===== src/pkg/scap_pkg.sv =====
// Purpose: shared constants and types of the scan chain access port
// Assumes: 200 MHz system clock, eight scan chain ports
// Notes: the engine command layout is this block's own

package scap_pkg;

	// ----------------------------------------------------------------
	// sizes
	// ----------------------------------------------------------------
	localparam int NUM_PORTS = 8;
	localparam int CMD_DEPTH = 4;
	localparam int RSP_DEPTH = 7;
	localparam int CMD_CNT_W = $clog2(CMD_DEPTH + 1);
	localparam int RSP_CNT_W = $clog2(RSP_DEPTH + 1);
	localparam int SYNC_W = 3 * NUM_PORTS;

	// ----------------------------------------------------------------
	// timing
	// ----------------------------------------------------------------
	localparam int SYS_CLK_MHZ = 200;
	localparam int TCK_HALF_NS = 60;
	// least time, so round up to whole cycles
	localparam int TCK_HALF_CYC = (TCK_HALF_NS * SYS_CLK_MHZ + 999) / 1000;
	localparam logic [7:0] HALF_LAST = 8'(TCK_HALF_CYC - 1);

	// ----------------------------------------------------------------
	// architecture and command byte layout
	// ----------------------------------------------------------------
	localparam logic ARCH_EXTENDED = 1'b0;
	localparam logic [2:0] OP_SCAN = 3'h4;
	localparam int OP_MSB = 7;
	localparam int TMS_TDI_BIT = 6;
	localparam int HDR_CAP_BIT = 4;
	localparam int HDR_LAST_TMS_BIT = 3;
	localparam logic [3:0] BITS_PER_BYTE = 4'h8;

	// ----------------------------------------------------------------
	// reset values
	// ----------------------------------------------------------------
	localparam logic [NUM_PORTS-1:0] PINS_LOW_RST = 8'h00;
	localparam logic [NUM_PORTS-1:0] PINS_HIGH_RST = 8'hFF;

	// ----------------------------------------------------------------
	// carriers
	// ----------------------------------------------------------------
	typedef struct packed {
		logic [2:0] nbytes;
		logic [31:0] data;
	} scap_word_s;

	typedef struct packed {
		logic [NUM_PORTS-1:0] tdo;
		logic [NUM_PORTS-1:0] returned_test_clock;
		logic [NUM_PORTS-1:0] active;
	} scap_port_in_s;

	typedef struct packed {
		logic [NUM_PORTS-1:0] tck;
		logic [NUM_PORTS-1:0] tms;
		logic [NUM_PORTS-1:0] tdi;
		logic [NUM_PORTS-1:0] trst_n;
		logic [NUM_PORTS-1:0] srst_n;
	} scap_port_out_s;

	typedef enum logic [2:0] {
		S_IDLE,
		S_LEN,
		S_DATA,
		S_LOW,
		S_HIGH,
		S_PUSH
	} scap_eng_e;

endpackage : scap_pkg


===== src/rtl/scap_top.sv =====
// Purpose: scan chain access port, byte FIFOs, JTAG engine, port mux
// Assumes: requesters share sys_clk_i; port pins are asynchronous
// Notes: engine timing follows the returned clock when enabled
//
// Function
// - up to eight scan chains, driven together by one engine, TDO from lowest enabled
// - legacy build refuses non-debugger agents
// - engine takes command bytes in order
// - engine samples TDO, pushes response bytes
// - mux routes eight ports, per-port control/status
// - returned clock supported; pins treated asynchronous
// - response FIFO holds exactly seven bytes
// - command FIFO holds four bytes
// - each port: clock, mode, data, test reset
// - missing returned clock is synthesised from TCK
// - each port: active-low subsystem reset output
// - responses readable while TDI still arrives
// - one to four bytes per write
// - response read stalls until bytes present
// - command write stalls until space free
// - status and control never stall

`timescale 1ns/1ps

module scap_top
	import scap_pkg::*;
(
	input wire logic sys_clk_i, // system clock
	input wire logic arst_n_i, // async reset, active low
	input wire logic agent_is_debugger_i, // access comes from debug port
	input wire logic cmd_req_i, // command write request, level
	input wire scap_word_s cmd_word_i, // bytes and count to push
	output logic cmd_ack_o, // command write done, pulse
	input wire logic rsp_req_i, // response read request, level
	input wire logic [2:0] rsp_nbytes_i, // bytes to pop, 1..4
	output logic rsp_ack_o, // response read done, pulse
	output logic [31:0] rsp_data_o, // popped bytes, first in low byte
	output logic access_denied_o, // request refused, pulse
	input wire logic [NUM_PORTS-1:0] port_select_i, // chosen ports
	input wire logic trst_assert_i, // drive test reset low
	input wire logic srst_assert_i, // drive subsystem reset low
	input wire logic returned_test_clock_mode_i, // pace TCK by returned clock
	input wire logic [NUM_PORTS-1:0] port_present_i, // tie-off
	input wire logic [NUM_PORTS-1:0] subsystem_reset_present_i, // tie-off
	input wire scap_port_in_s port_in_i, // per-port pins in
	output scap_port_out_s port_out_o, // per-port pins out
	output logic [CMD_CNT_W-1:0] cmd_level_o, // bytes waiting
	output logic [RSP_CNT_W-1:0] rsp_level_o, // bytes readable
	output logic [NUM_PORTS-1:0] port_status_o, // present and active
	output logic engine_busy_o // engine running a command
);

	// ----------------------------------------------------------------
	// pin synchronisers
	// ----------------------------------------------------------------
	logic [SYNC_W-1:0] sync1;
	logic [SYNC_W-1:0] sync2;
	scap_port_in_s pin;

	always_ff @(posedge sys_clk_i or negedge arst_n_i) begin
		if (!arst_n_i) begin
			sync1 <= '0;
			sync2 <= '0;
		end else begin
			sync1 <= port_in_i;
			sync2 <= sync1;
		end
	end
	assign pin = sync2;

	// ----------------------------------------------------------------
	// port selection
	// ----------------------------------------------------------------
	function automatic logic [2:0] first_idx(input logic [NUM_PORTS-1:0] m);
		logic [2:0] idx;
		idx = 3'h0;
		for (int i = NUM_PORTS - 1; i >= 0; i--) begin
			if (m[i]) idx = 3'(i);
		end
		return idx;
	endfunction : first_idx

	logic tck_q;
	// a port takes part only when chosen, present and powered
	wire [NUM_PORTS-1:0] en_mask = port_select_i & port_present_i & pin.active;
	wire [2:0] sel_idx = first_idx(en_mask);
	wire sel_tdo = pin.tdo[sel_idx];
	wire sel_returned_test_clock = pin.returned_test_clock[sel_idx];
	// without a returned clock the engine loops its own TCK back
	wire ret_clk = returned_test_clock_mode_i ? sel_returned_test_clock : tck_q;
	wire acc_ok = ARCH_EXTENDED | agent_is_debugger_i;

	// ----------------------------------------------------------------
	// FIFOs
	// ----------------------------------------------------------------
	wire [CMD_CNT_W-1:0] cmd_count;
	wire [RSP_CNT_W-1:0] rsp_count;
	wire cmd_in_ready;
	wire cmd_out_valid;
	wire [7:0] b;
	wire rsp_in_ready;
	wire rsp_out_valid;
	wire [7:0] rsp_byte;
	wire cmd_push;
	wire cmd_pop;
	wire rsp_push;
	wire rsp_pop;
	scap_word_s wr_hold;
	logic [7:0] tdo_acc;

	scap_fifo #(.WIDTH(8), .DEPTH(CMD_DEPTH)) u_cmd_fifo (
		.sys_clk_i(sys_clk_i),
		.arst_n_i(arst_n_i),
		.in_valid_i(cmd_push),
		.in_ready_o(cmd_in_ready),
		.in_data_i(wr_hold.data[7:0]),
		.out_valid_o(cmd_out_valid),
		.out_ready_i(cmd_pop),
		.out_data_o(b),
		.count_o(cmd_count)
	);

	scap_fifo #(.WIDTH(8), .DEPTH(RSP_DEPTH)) u_rsp_fifo (
		.sys_clk_i(sys_clk_i),
		.arst_n_i(arst_n_i),
		.in_valid_i(rsp_push),
		.in_ready_o(rsp_in_ready),
		.in_data_i(tdo_acc),
		.out_valid_o(rsp_out_valid),
		.out_ready_i(rsp_pop),
		.out_data_o(rsp_byte),
		.count_o(rsp_count)
	);

	// ----------------------------------------------------------------
	// command write side
	// ----------------------------------------------------------------
	logic [2:0] wr_left;
	logic cmd_ack_q;
	logic denied_q;
	wire [CMD_CNT_W-1:0] cmd_free = CMD_CNT_W'(CMD_DEPTH) - cmd_count;
	// the whole word waits until every byte fits, so no partial write
	wire wr_accept = cmd_req_i && acc_ok && (wr_left == 3'h0) && !cmd_ack_q
		&& (cmd_free >= cmd_word_i.nbytes);
	assign cmd_push = (wr_left != 3'h0);

	always_ff @(posedge sys_clk_i or negedge arst_n_i) begin
		if (!arst_n_i) begin
			wr_hold <= '0;
			wr_left <= 3'h0;
		end else if (wr_accept) begin
			wr_hold <= cmd_word_i;
			wr_left <= cmd_word_i.nbytes;
		end else if (cmd_push && cmd_in_ready) begin
			wr_hold.data <= {8'h00, wr_hold.data[31:8]};
			wr_left <= wr_left - 3'h1;
		end
	end

	// ----------------------------------------------------------------
	// response read side
	// ----------------------------------------------------------------
	logic [2:0] rd_left;
	logic [1:0] rd_idx;
	logic [31:0] rd_buf;
	logic rsp_ack_q;
	logic [31:0] rsp_data_q;
	wire rd_start = rsp_req_i && acc_ok && (rd_left == 3'h0) && !rsp_ack_q
		&& (rsp_nbytes_i != 3'h0) && (rsp_count >= rsp_nbytes_i);
	assign rsp_pop = (rd_left != 3'h0) && rsp_out_valid;
	wire [31:0] next_rd_buf = rd_buf | (32'(rsp_byte) << {rd_idx, 3'b000});

	always_ff @(posedge sys_clk_i or negedge arst_n_i) begin
		if (!arst_n_i) begin
			rd_left <= 3'h0;
			rd_idx <= 2'h0;
			rd_buf <= 32'h0;
		end else if (rd_start) begin
			rd_left <= rsp_nbytes_i;
			rd_idx <= 2'h0;
			rd_buf <= 32'h0;
		end else if (rsp_pop) begin
			rd_left <= rd_left - 3'h1;
			rd_idx <= rd_idx + 2'h1;
			rd_buf <= next_rd_buf;
		end
	end

	always_ff @(posedge sys_clk_i or negedge arst_n_i) begin
		if (!arst_n_i) begin
			cmd_ack_q <= 1'b0;
			rsp_ack_q <= 1'b0;
			rsp_data_q <= 32'h0;
			denied_q <= 1'b0;
		end else begin
			cmd_ack_q <= wr_accept;
			rsp_ack_q <= rsp_pop && (rd_left == 3'h1);
			if (rsp_pop && (rd_left == 3'h1)) rsp_data_q <= next_rd_buf;
			denied_q <= (cmd_req_i || rsp_req_i) && !acc_ok && !denied_q;
		end
	end

	// ----------------------------------------------------------------
	// JTAG engine
	// ----------------------------------------------------------------
	scap_eng_e st;
	scap_eng_e next_st;
	logic [7:0] wait_cnt;
	logic [7:0] shreg;
	logic [3:0] nbits;
	logic [8:0] bytes_left;
	logic tms_mode;
	logic tdi_hold;
	logic cap;
	logic last_tms;
	logic tms_q;
	logic tdi_q;

	// the marker bit position gives the number of TMS bits below it
	wire [2:0] tms_n = b[5] ? 3'h5 : b[4] ? 3'h4 : b[3] ? 3'h3 : b[2] ? 3'h2 : b[1] ? 3'h1 : 3'h0;
	wire is_tms = !b[OP_MSB];
	wire is_scan = (b[7:5] == OP_SCAN);
	wire half_done = (wait_cnt >= HALF_LAST) && (ret_clk == tck_q);
	wire last_bit = (nbits == 4'h1);
	wire scan_end = (bytes_left == 9'h0);
	assign cmd_pop = cmd_out_valid && ((st == S_IDLE) || (st == S_LEN) || (st == S_DATA));
	assign rsp_push = (st == S_PUSH);

	always_comb begin
		next_st = st;
		unique case (st)
			S_IDLE: begin
				// reserved opcodes are popped and dropped
				if (cmd_out_valid && is_tms && (tms_n != 3'h0)) next_st = S_LOW;
				else if (cmd_out_valid && is_scan) next_st = S_LEN;
			end
			S_LEN: if (cmd_out_valid) next_st = S_DATA;
			S_DATA: if (cmd_out_valid) next_st = S_LOW;
			S_LOW: if (half_done) next_st = S_HIGH;
			S_HIGH: begin
				if (half_done) begin
					if (!last_bit) next_st = S_LOW;
					else if (tms_mode) next_st = S_IDLE;
					else if (cap) next_st = S_PUSH;
					else next_st = scan_end ? S_IDLE : S_DATA;
				end
			end
			S_PUSH: if (rsp_in_ready) next_st = scan_end ? S_IDLE : S_DATA;
			default: next_st = S_IDLE;
		endcase
	end

	always_ff @(posedge sys_clk_i or negedge arst_n_i) begin
		if (!arst_n_i) begin
			st <= S_IDLE;
			wait_cnt <= 8'h00;
			tck_q <= 1'b0;
		end else begin
			st <= next_st;
			// saturate so a stalled returned clock cannot wrap the count
			if (next_st != st) wait_cnt <= 8'h00;
			else if (wait_cnt != 8'hFF) wait_cnt <= wait_cnt + 8'h01;
			tck_q <= (next_st == S_HIGH);
		end
	end

	always_ff @(posedge sys_clk_i or negedge arst_n_i) begin
		if (!arst_n_i) begin
			shreg <= 8'h00;
			nbits <= 4'h0;
			bytes_left <= 9'h000;
			tms_mode <= 1'b0;
			tdi_hold <= 1'b0;
			cap <= 1'b0;
			last_tms <= 1'b0;
		end else if (cmd_pop && (st == S_IDLE)) begin
			shreg <= b;
			nbits <= {1'b0, tms_n};
			tms_mode <= is_tms;
			tdi_hold <= b[TMS_TDI_BIT];
			cap <= b[HDR_CAP_BIT];
			last_tms <= b[HDR_LAST_TMS_BIT];
		end else if (cmd_pop && (st == S_LEN)) begin
			bytes_left <= {1'b0, b} + 9'h001;
		end else if (cmd_pop && (st == S_DATA)) begin
			shreg <= b;
			nbits <= BITS_PER_BYTE;
			bytes_left <= bytes_left - 9'h001;
		end else if ((st == S_HIGH) && half_done) begin
			shreg <= {1'b0, shreg[7:1]};
			nbits <= nbits - 4'h1;
		end
	end

	always_ff @(posedge sys_clk_i or negedge arst_n_i) begin
		if (!arst_n_i) begin
			tms_q <= 1'b0;
			tdi_q <= 1'b0;
			tdo_acc <= 8'h00;
		end else begin
			if (st == S_LOW) begin
				tms_q <= tms_mode ? shreg[0] : (last_tms && scan_end && last_bit);
				tdi_q <= tms_mode ? tdi_hold : shreg[0];
			end
			// sampled late in the high phase, after the target has driven TDO
			if ((st == S_HIGH) && half_done && !tms_mode) tdo_acc <= {sel_tdo, tdo_acc[7:1]};
		end
	end

	// ----------------------------------------------------------------
	// port pins and status
	// ----------------------------------------------------------------
	scap_port_out_s out_q;
	wire [NUM_PORTS-1:0] chosen = port_select_i & port_present_i;

	always_ff @(posedge sys_clk_i or negedge arst_n_i) begin
		if (!arst_n_i) begin
			out_q.tck <= PINS_LOW_RST;
			out_q.tms <= PINS_LOW_RST;
			out_q.tdi <= PINS_LOW_RST;
			out_q.trst_n <= PINS_HIGH_RST;
			out_q.srst_n <= PINS_HIGH_RST;
		end else begin
			out_q.tck <= en_mask & {NUM_PORTS{tck_q}};
			out_q.tms <= en_mask & {NUM_PORTS{tms_q}};
			out_q.tdi <= en_mask & {NUM_PORTS{tdi_q}};
			out_q.trst_n <= ~(chosen & {NUM_PORTS{trst_assert_i}});
			out_q.srst_n <= ~(chosen & subsystem_reset_present_i & {NUM_PORTS{srst_assert_i}});
		end
	end

	always_ff @(posedge sys_clk_i or negedge arst_n_i) begin
		if (!arst_n_i) begin
			cmd_level_o <= '0;
			rsp_level_o <= '0;
			port_status_o <= PINS_LOW_RST;
			engine_busy_o <= 1'b0;
		end else begin
			cmd_level_o <= cmd_count;
			rsp_level_o <= rsp_count;
			port_status_o <= port_present_i & pin.active;
			engine_busy_o <= (st != S_IDLE);
		end
	end

	assign port_out_o = out_q;
	assign cmd_ack_o = cmd_ack_q;
	assign rsp_ack_o = rsp_ack_q;
	assign rsp_data_o = rsp_data_q;
	assign access_denied_o = denied_q;
endmodule : scap_top


===== src/rtl/scap_fifo.sv =====
// Purpose: synchronous byte FIFO with valid/ready on both sides
// Assumes: one clock, depth need not be a power of two
// Notes: count_o gives the exact occupancy

`timescale 1ns/1ps

module scap_fifo #(
	parameter int WIDTH = 8,
	parameter int DEPTH = 4
) (
	input wire logic sys_clk_i, // system clock
	input wire logic arst_n_i, // async reset, active low
	input wire logic in_valid_i, // push request
	output logic in_ready_o, // space free
	input wire logic [WIDTH-1:0] in_data_i, // push data
	output logic out_valid_o, // data held
	input wire logic out_ready_i, // pop request
	output logic [WIDTH-1:0] out_data_o, // head data
	output logic [$clog2(DEPTH+1)-1:0] count_o // occupancy
);

	localparam int PW = (DEPTH > 1) ? $clog2(DEPTH) : 1;
	localparam int CW = $clog2(DEPTH + 1);

	logic [WIDTH-1:0] mem [DEPTH];
	logic [PW-1:0] wr_ptr;
	logic [PW-1:0] rd_ptr;
	logic [CW-1:0] count;

	function automatic logic [PW-1:0] wrap_inc(input logic [PW-1:0] p);
		return (p == PW'(DEPTH - 1)) ? '0 : p + 1'b1;
	endfunction : wrap_inc

	wire do_push = in_valid_i && in_ready_o;
	wire do_pop = out_valid_o && out_ready_i;

	assign in_ready_o = (count != CW'(DEPTH));
	assign out_valid_o = (count != '0);
	assign out_data_o = mem[rd_ptr];
	assign count_o = count;

	always_ff @(posedge sys_clk_i or negedge arst_n_i) begin
		if (!arst_n_i) begin
			wr_ptr <= '0;
			rd_ptr <= '0;
			count <= '0;
		end else begin
			if (do_push) wr_ptr <= wrap_inc(wr_ptr);
			if (do_pop) rd_ptr <= wrap_inc(rd_ptr);
			count <= count + CW'(do_push) - CW'(do_pop);
		end
	end

	// storage needs no reset, the count guards every read
	always_ff @(posedge sys_clk_i) begin
		if (do_push) mem[wr_ptr] <= in_data_i;
	end

endmodule : scap_fifo


===== config.mk =====
export PLATFORM = sky130hd
export DESIGN_NAME = scap_top
export DESIGN_NICKNAME = d
export VERILOG_FILES = /design/src/pkg/scap_pkg.sv /design/src/rtl/scap_top.sv /design/src/rtl/scap_fifo.sv
export SDC_FILE = /design/constraint.sdc
export NUM_CORES = 1
export LEC_CHECK = 0
export BUFFER_PORTS_ARGS = -buffer_cell sky130_fd_sc_hd__clkbuf_2
export CORE_MARGIN = 1
export CORE_UTILIZATION = 29
export DETAILED_ROUTE_END_ITERATION = 8
export GPL_TIMING_DRIVEN = 0
export PLACE_DENSITY_LB_ADDON = 0.12
export SLEW_MARGIN = 10
export SYNTH_ARGS = -nofsm -noshare
export SYNTH_HDL_FRONTEND = slang
export SYNTH_SLANG_ARGS = --single-unit

===== constraint.sdc =====
create_clock -name sys_clk_i -period 7.5 [get_ports sys_clk_i]
set_input_delay 1.125 -clock sys_clk_i [delete_from_list [all_inputs] [get_ports sys_clk_i]]
set_output_delay 1.125 -clock sys_clk_i [all_outputs]
set_load 0.1 [all_outputs]

**After elaboration in Yosys (flattened, before gate mapping)**

Memory sizes are Yosys's and may differ from the RTL's.
Cells that the tools add are included.
W data, S select, Z words.

- RAM bits: 88
- Memories kept: 2
- Input port bits: 94
- Logic and storage cells: 212
- Register bits: 273
- Output and inout bits: 90

- Equality and inequality tests: 19
- Order comparisons: 4
- Shift-type cells: 1
- Muxes and demuxes: 62
- Reduce and logical (&&, ||, !) cells: 56
- Bitwise operators: 13
- Add/sub/neg operators: 16

Memory list:

| memory | depth | bits a word | read ports | clocked after memory_dff | write ports | RTL line | RTL |
|---|---|---|---|---|---|---|---|
| u_rsp_fifo.mem | 7 | 8 | 1 | 0 | 1 | scap_fifo.sv:25 | `logic [WIDTH-1:0] mem [DEPTH];` |
| u_cmd_fifo.mem | 4 | 8 | 1 | 0 | 1 | scap_fifo.sv:25 |  |

Operator list:

| operator | count |
|---|---|
| $mux W32 | 4 |
| $mux W3 | 26 |
| $and A8 B8 Y8 | 9 |
| $mux W8 | 6 |
| $or A32 B32 Y32 | 1 |
| $shl A8 B5 Y32 | 1 |
| $logic_and A1 B1 Y1 | 29 |
| $reduce_bool A3 Y1 | 8 |
| $eq A3 B3 Y1 const B | 6 |
| $mux W9 | 2 |
| $pmux W3 S6 | 1 |
| $mux W4 | 4 |
| $not A8 Y8 | 2 |
| $mux W2 | 7 |
| $mux W1 | 10 |
| $add A8 B1 Y9 const B | 1 |
| $logic_not A3 Y1 | 3 |
| $logic_not A9 Y1 | 1 |
| $sub A9 B1 Y9 const B | 1 |
| $add A8 B1 Y8 const B | 1 |
| $ge A8 B4 Y1 const B | 1 |
| $ne A8 B8 Y1 const B | 1 |
| $reduce_bool A2 Y1 | 4 |
| $add A2 B1 Y2 const B | 3 |
| other kinds (21) | 39 |

**Logic depth before layout (Yosys ltp)**

Gate-level depths: netlist (run 1).

- Depth in word-level cells: 20
- Gate-level depth with buffers: 14
- Gate-level depth less buffers: 14

**Modules after synthesis**

A second synthesis (run 1) with hierarchy kept.

- Cells, all modules: 1,249
- Area total of the unflattened synthesis: 14,954.3 um2

By module, submodules not included:

| module | cells each | times used | area each (um2) | sequential area each (um2) |
|---|---|---|---|---|
| scap_top | 1,009 | 1 | 10,586.4 | 6,451.2 |
| scap_fifo at u_rsp_fifo | 160 | 1 | 2,770.2 | 1,906.8 |
| scap_fifo at u_cmd_fifo | 80 | 1 | 1,597.8 | 1,136.1 |

**Worst setup path after synthesis (run 1)**

Ideal clock, no wire load.

- Path kind: input -> register
- Start point: in port_present_i[5]
- End point: reg tdo_acc[0]
- Data required time: 7.375 ns
- Path buffers: 1
- Setup time: 0.125 ns
- Cell stages on the path: 10
- Arrival: 3.254 ns
- Setup slack: 4.121 ns
- Cell sequence: and3_1 a211oi_2 a2111oi_1 a21oi_2 mux2i_1 mux2i_1 nand4b_1 buf_4 nor2_4 mux2_2

- Cells in the longest elaborated chain, start to end: 15

Ends and longest elaborated chain:

| item | RTL line | RTL |
|---|---|---|
| start, declared | scap_top.sv:43 | `input wire logic [NUM_PORTS-1:0] port_present_i,` |
| $and A8 B8 Y8 (2 in series) | scap_top.sv:85 | `wire [NUM_PORTS-1:0] en_mask = port_select_i & port_present_i & pin.active;` |
| $mux W3 (6 in series) | scap_top.sv:78 | `if (m[i]) idx = 3'(i);` |
| $bmux W1 S3 | scap_top.sv:88 | `wire sel_returned_test_clock = pin.returned_test_clock[sel_idx];` |
| $mux W1 (implied by the code) | scap_top.sv:88 |  |
| $mux W1 | scap_top.sv:90 | `wire ret_clk = returned_test_clock_mode_i ? sel_returned_test_clock : tck_q;` |
| $eq A1 B1 Y1 | scap_top.sv:223 | `wire half_done = (wait_cnt >= HALF_LAST) && (ret_clk == tck_q);` |
| $logic_and A1 B1 Y1 | scap_top.sv:223 |  |
| $logic_and A1 B1 Y1 (2 in series) | scap_top.sv:306 | `if ((st == S_HIGH) && half_done && !tms_mode) tdo_acc <= {sel_tdo, tdo_acc[7:1]};` |
| end signal, assigned | scap_top.sv:306 |  |
| end, declared | scap_top.sv:109 | `logic [7:0] tdo_acc;` |

Every way passes these cells. The select of a mux whose other input is x is not followed.
A chain may end at the register's enable or synchronous reset.

**Worst setup path after layout (run 1)**

- Start point: in port_present_i[7]
- End point: reg tdo_acc[6]

- Cells in the longest elaborated chain, start to end: 17

Ends and longest elaborated chain:

| item | RTL line |
|---|---|
| $and A8 B8 Y8 (2 in series) | scap_top.sv:85 |
| $mux W3 (8 in series) | scap_top.sv:78 |
| $bmux W1 S3 | scap_top.sv:88 |
| $mux W1 (implied by the code) | scap_top.sv:88 |
| $mux W1 | scap_top.sv:90 |
| $eq A1 B1 Y1 | scap_top.sv:223 |
| $logic_and A1 B1 Y1 | scap_top.sv:223 |
| $logic_and A1 B1 Y1 (2 in series) | scap_top.sv:306 |

Every way passes these cells. The select of a mux whose other input is x is not followed.

==> results of run 1 <==
[synthesized netlist by cell type (all sizes together), types with 18 or more instances]
cell,count,area [sq um]
nor3,19,100
o21ai,35,175
and3,24,165
nand2,111,417
a31oi,22,138
mux2,18,203
nand3,34,170
mux2i,34,340
nor2,110,420
a21oi,112,564
and2,35,219
inv,39,146
dfrtp,257,6430
edfxtp,88,2640
clkbuf,50,189
ha,28,350
[layout make-up]
type / count / area, sq um / area share
plain buffers: 58 / 235 / 0.0132
inverters: 39 / 146 / 0.00824
flip-flops and latches: 361 / 9490 / 0.534
multi-input cells: 725 / 4670 / 0.263
well taps: 664 / 831 / 0.0467
repair buffers: 187 / 1020 / 0.0574
clock buffers: 65 / 1250 / 0.0705
clock inverters: 13 / 129 / 0.00725
[power by group through the flow]
stage | Combinational (W) | Clock [W] | Sequential (W)
after floorplan | 0.00141 | 0 | 0.00345
after global placement | 0.00279 | 0 | 0.00281
after detailed placement | 0.00281 | 0 | 0.00282
after CTS | 0.00282 | 0.00212 | 0.00279
after global routing | 0.00307 | 0.00219 | 0.00285
final | 0.00277 | 0.00204 | 0.00278
[critical path: stages]
cell       delay (ps)
clkbuf_2          120
and3_4            200
a211oi_2          230
a2111oi_1          90
a21oi_2           410
mux2i_1           330
mux2i_1           450
nand4b_1          180
buf_4             220
nor2_4            230
mux2_2            370
[sequential cells by signal, summed over array words and instances, names as in the netlist, 9 cells and up]
name / flops
bytes_left: 9
pin: 24
port_out_o: 40
rd_buf: 32
rsp_data_o: 32
sync1: 24
u_cmd_fifo.mem: 32
u_rsp_fifo.mem: 56
wr_hold: 32
[logic make-up (layout without fill, tap and decap cells)]
logic type,Yosys count,in the layout,share of synthesized area
multiplexers,68,68,0.0623
XOR/XNOR,24,24,0.0145
AND/OR/NAND/NOR,383,383,0.127
AO/OA/AOI/OAI,220,220,0.0889
flip-flops,361,361,0.654
adder cells (fa/ha/maj),30,30,0.0269
buffers and inverters,97,362,0.0263
[layer usage]
metal	track usage	routed length, microns	part of all wire
met1	0.182	15500	0.44
met5	0	0	0
met4	0.0439	826	0.023
met3	0.0310	1530	0.043
met2	0.247	17600	0.50
[per-stage QoR]
step,setup WS [ps],total power (W),std cells,utilization
final,3960,0.00759,2112,0.362
after global routing,3710,0.00811,2112,0.362
after CTS,3810,0.00773,2112,0.361
after detailed placement,3220,0.00564,2034,0.333
after global placement,-831,0.00560,2028,0.331
after floorplan,4120,0.00486,1183,-
[worst min path at each step]
stage / from / end / cells past startpoint
finish: sync1[13] / pin[13] / 0
global route: sync1[22] / pin[22] / 0
CTS: sync1[22] / pin[22] / 0
detailed placement: sync1[5] / pin[5] / 0
global placement: sync1[1] / pin[1] / 0
floorplan: sync1[0] / pin[0] / 0
==> flow_metrics.tcl, run 1 <==
set metrics [dict create \
    p_sw_w 0.00307 \
    tritoncts "yes" \
    p_seq_frac 0.367 \
    dr.pass1.iters 4 \
    grt_pass1_wl_microns 56800 \
    synth-seq-cells 361 \
    initial_core_util 0.295 \
    cts_resized 0 \
    synth_nets 1307 \
    combPwrFrac 0.365 \
    grt_pass1_vias 9913 \
    root_buffer "clkbuf_16" \
    hold_class "flip-flop to flip-flop" \
    areaGrowthSynthToFinish_pct 22.5 \
    period_minus_slack_ps 3540 \
    critical_path_class "input port to flip-flop" \
    clock_sinks 361 \
    holdWs_ps 342 \
    internal_power_w 0.00452 \
    nets 1539 \
    yosys_warnings 0 \
    tightest_slew_ps 870 \
    insertion_delay_ps 560 \
    cts-hold-fix-buffers 0 \
    fin_setup_tns_ps 0 \
    synth-seq-area-share 0.654 \
    grt_max_degree 93 \
    syn_area_per_cell_sq_um 12.3 \
    placement.io_buffers 181 \
    status "completed" \
    drive_above_1_share 0.221 \
    r2r-start "rd_left[0]" \
    cellPowerDensity_mw_per_mm2 427 \
    layout_commonest_cell "dfrtp_1" \
    reg2reg_slack_ps 4200 \
    final_cell_mix "dfrtp_1, clkbuf_2, nand2_1, a21oi_1, nor2_1" \
    antenna_left 0 \
    die_w_microns 226 \
    drt-wirelength-per-cell_microns 16.8 \
    postCtsSetupBuffers 0 \
    crit_start "port_present_i[7]" \
    grt_overflow 0 \
    antenna_found_initial 1 \
    endpoint "tdo_acc[6]" \
    yosys.cell_types.count 66 \
    finalClockSkew_ps 24.3 \
    async_reset_ff_frac 0.756 \
    cts.clk_slew.worst_paths_ps 60 \
    slew_violations 0 \
    hpwl_microns 25200 \
    via_per_inst 4.51 \
    route.detailed.drc 0 \
    endpoint_kind "flip-flop" \
    synth_flop_cell "dfrtp_1" \
    r2r-end "u_rsp_fifo.count_o[2]" \
    fmax_mhz 283 \
    grt.total_usage 0.144 \
    nFillCells 4901 \
    p_sw_frac 0.405 \
    die_h_microns 226 \
    pwr-share-clk 0.269 \
    postPlaceCellArea_sq_mm 0.0164 \
    reg2reg_depth 14 \
    antenna_cells 0 \
    required_ps 7930 \
    rsz0062_at_grt "false" \
    critPathMaxFanout 8 \
    vias 9530 \
    fin_area_sq_mm 0.0178 \
    die_area_sq_mm 0.0509 \
    gp_congestion 0.808 \
    netlist_area_sq_mm 0.0145 \
    hold_viol_final 0 \
    fp-row-count 81 \
    core_sq_mm 0.0492 \
    critPathArrivalTime_ps 3970 \
    leakagePower_nw 7.80 \
    drv_cap 0 \
    max_slew_margin 0.415 \
    cts_made_buffers 43 \
    synthCells 1183 \
    synth_edf_count 88 \
    drt_iter0_markers 525 \
    wirelength_microns 35400 \
    h-tree-depth 2 \
    start_kind "input port" \
    ir_drop_v 0.000178 \
    ios 184 \
    setup_viol 0 \
    cts_buffer_depth 3 \
    post-route-period-util 0.472 \
]
Power figures use the tool's default switching activity.
==> inputs of run 2 (changes only) <==
--- a/config.mk
+++ b/config.mk
@@ -5,6 +5,7 @@
 export SDC_FILE = /design/constraint.sdc
 export NUM_CORES = 1
 export LEC_CHECK = 0
+export ABC_AREA = 1
 export BUFFER_PORTS_ARGS = -buffer_cell sky130_fd_sc_hd__clkbuf_2
 export CORE_MARGIN = 1
 export CORE_UTILIZATION = 29
==> constraint.sdc (replaced) <==
create_clock -name sys_clk_i -period 2.9 [get_ports sys_clk_i]
set_input_delay 0.435 -clock sys_clk_i [delete_from_list [all_inputs] [get_ports sys_clk_i]]
set_output_delay 0.435 -clock sys_clk_i [all_outputs]
set_load 0.1 [all_outputs]
==> flow_metrics.tcl, run 2 <==
set metrics [dict create \
    status "completed" \
    synth-seq-cells 361 \
    r2r-start "u_cmd_fifo.count_o[1]" \
    die_area_sq_mm 0.0526 \
    antenna_left 0 \
    synth-seq-area-share 0.633 \
    yosys.area.top_type "dfrtp_1" \
    finalClockSkew_ps 31.1 \
    hpwl_microns 28600 \
    async_reset_ff_frac 0.756 \
    grt.total_usage 0.155 \
    p_sw_frac 0.433 \
    dr.pass1.iters 5 \
    gp_congestion 0.790 \
    reg2reg_slack_ps 170 \
    yosys.cell_types.count 60 \
    largest_register_ffs 56 \
    tightest_slew_ps 887 \
    critical_path_class "flip-flop to flip-flop" \
    placement.io_buffers 181 \
    synth_nets 1583 \
    whs_path_depth 2 \
    tritoncts "yes" \
    die_h_microns 229 \
    grt_pass1_wl_microns 63600 \
    initial_core_util 0.296 \
    post-route-period-util 0.941 \
    die_w_microns 229 \
    yosys_warnings 0 \
    timing.final.ws_setup_ps 171 \
    max_slew_margin 0.399 \
    areaGrowthSynthToFinish_pct 25.4 \
    h-tree-depth 2 \
    netlist_area_sq_mm 0.0150 \
    required_ps 3340 \
    pwr-share-clk 0.260 \
    final_cell_mix "nand2_1, dfrtp_1, clkbuf_2" \
    vias 10900 \
    netlist_top_cells_count "nand2_1, dfrtp_1, inv_1, nor2_1, o21ai_0" \
    cts.clk_slew.worst_paths_ps 50 \
    start_kind "flip-flop" \
    largest_register "u_rsp_fifo.mem" \
    r2r-end "u_cmd_fifo.count_o[2]" \
    nets 1848 \
    slew_violations 0 \
    fin_area_sq_mm 0.0188 \
    drt_iter0_markers 451 \
    wirelength_microns 39600 \
    hold_viol_final 0 \
    grt_pass1_vias 11300 \
    critPathArrivalTime_ps 3170 \
    cts_made_buffers 43 \
    nFillCells 5105 \
    postPlaceCellArea_sq_mm 0.0168 \
    synth_flop_cell "dfrtp_1" \
    layout.cells.non_filler 2433 \
    synthMostInstantiatedCell "nand2_1" \
    antenna_found_initial 8 \
    drive_above_1_share 0.208 \
    leakagePower_nw 8.88 \
    setup_viol 0 \
    synthTopCellsByArea "dfrtp_1, edfxtp_1, nand2_1" \
    grt_overflow 0 \
    synth_edf_count 88 \
    fmax_mhz 366 \
    drv_cap 0 \
    p_seq_frac 0.325 \
    syn_area_per_cell_sq_um 10.3 \
    p_sw_w 0.00953 \
    min_to "port_out_o[6]" \
    post-place-cells 2316 \
    ir_drop_v 0.000886 \
    layout_commonest_cell "nand2_1" \
    drt-wirelength-per-cell_microns 16.3 \
    insertion_delay_ps 570 \
    critPathMaxFanout 5 \
    combPwrFrac 0.414 \
    clock_sinks 361 \
    endpoint_kind "flip-flop" \
    synthCells 1459 \
    place_ws_ps -654 \
    min-delay-start "subsystem_reset_present_i[6]" \
    via_per_inst 4.47 \
    ios 184 \
    cellPowerDensity_mw_per_mm2 1170 \
    period_minus_slack_ps 2730 \
    hold_class "input port to flip-flop" \
    grt_max_degree 88 \
    fp-row-count 82 \
    internal_power_w 0.0125 \
    core_sq_mm 0.0506 \
    cts_buffer_depth 3 \
    synth_top_area_share 0.429 \
    reg2reg_depth 15 \
    root_buffer "clkbuf_16" \
    route.detailed.drc 0 \
]
run 2: changes by cell type after synthesis, moves of 26 or more:
cell	change
and2_1	-35
mux2i_1	-26
a21oi_1	-68
nand2_1	+195
o21ai_0	+62
nand3_1	+38
nor2_1	+29
inv_1	+127
run 2: how the worst max path moves through the flow:
stage                     slack, ps  cells past startpoint             startpoint                     to
after global placement        -4770                      1               arst_n_i             wr_hold[4]
after global routing             -3                     11   u_cmd_fifo.rd_ptr[0]          bytes_left[8]
final                           170                     15  u_cmd_fifo.count_o[1]  u_cmd_fifo.count_o[2]
after floorplan                  70                     15  u_cmd_fifo.count_o[1]  u_cmd_fifo.count_o[2]
after CTS                       -10                     13  u_cmd_fifo.count_o[1]             wr_left[1]
after detailed placement       -650                     15  u_cmd_fifo.count_o[1]  u_cmd_fifo.count_o[2]
run 2: per-layer routing:
layer  routed length, microns  part of all wire  track usage  up-vias
met1                    17400              0.44        0.195     5278
met2                    19700              0.50        0.265      160
met4                      959             0.024       0.0500        8
li1                         -                 -            -     5362
met3                     1570             0.040       0.0311       64
met5                       53            0.0013            0        -
run 2: kinds of logic (layout without fill, tap and decap cells):
kind of cell | count (synthesis) | in the layout | synth area share
AO/OA/AOI/OAI | 247 | 247 | 0.105
XOR/XNOR | 10 | 10 | 0.00584
adder cells (fa/ha/maj) | 30 | 30 | 0.0260
buffers and inverters | 229 | 529 | 0.0599
flip-flops | 361 | 361 | 0.633
multiplexers | 8 | 8 | 0.00534
other | 0 | 2 | 0
AND/OR/NAND/NOR | 574 | 574 | 0.164
run 2: power by group through the flow:
stage | sequential [W] | clock (W) | combinational (W)
3_5_place_dp | 0.00724 | 0 | 0.00898
4_1_cts | 0.00716 | 0.00589 | 0.00911
5_1_grt | 0.00731 | 0.00611 | 0.0102
2_1_floorplan | 0.00923 | 0 | 0.00463
3_3_place_gp | 0.00723 | 0 | 0.00888
6_report | 0.00716 | 0.00573 | 0.00911
run 2: repair_timing:
item,4_1_cts,5_1_grt
gates resized for setup,13,16
gates cloned,0,0
endpoints found under the setup margin,23,87
hold buffers,30,0
pin swaps,1,1
hold endpoints to repair,74,0
buffers inserted,1,4
run 2: critical path, stage by stage (launching register included):
cell and delay, ps:
dfrtp_2 450, inv_1 70, ha_2 200, ha_4 190, inv_1 100, nand2_4 110, nand2_1 100, nor2_2 170
inv_2 90, ha_1 270, inv_1 50, ha_1 130, inv_1 50, fa_2 350, xnor2_2 140, xor2_1 140
run 2: metrics by stage:
stage | TNS (ps) | utilization | hold WS (ps) | power, W
3_5_place_dp | -6500 | 0.333 | 335 | 0.0162
5_1_grt | -2.93 | 0.371 | 8.14 | 0.0236
2_1_floorplan | 0 | - | 139 | 0.0139
6_report | 0 | 0.371 | 40.0 | 0.0220
3_3_place_gp | -1267470 | 0.331 | 332 | 0.0161
4_1_cts | -17.2 | 0.370 | 3.58 | 0.0222
run 2: final cells by class:
cell class	count	area (sq um)	share of cell area
Timing Repair Buffer	220	1340	0.0714
Clock buffer	60	1270	0.0677
Sequential cell	361	9500	0.505
Buffer	44	205	0.0109
Inverter	185	699	0.0372
Tap cell	672	841	0.0447
Clock inverter	20	246	0.0131
Antenna cell	2	5.00	0.000266
Multi-Input combinational cell	869	4680	0.249
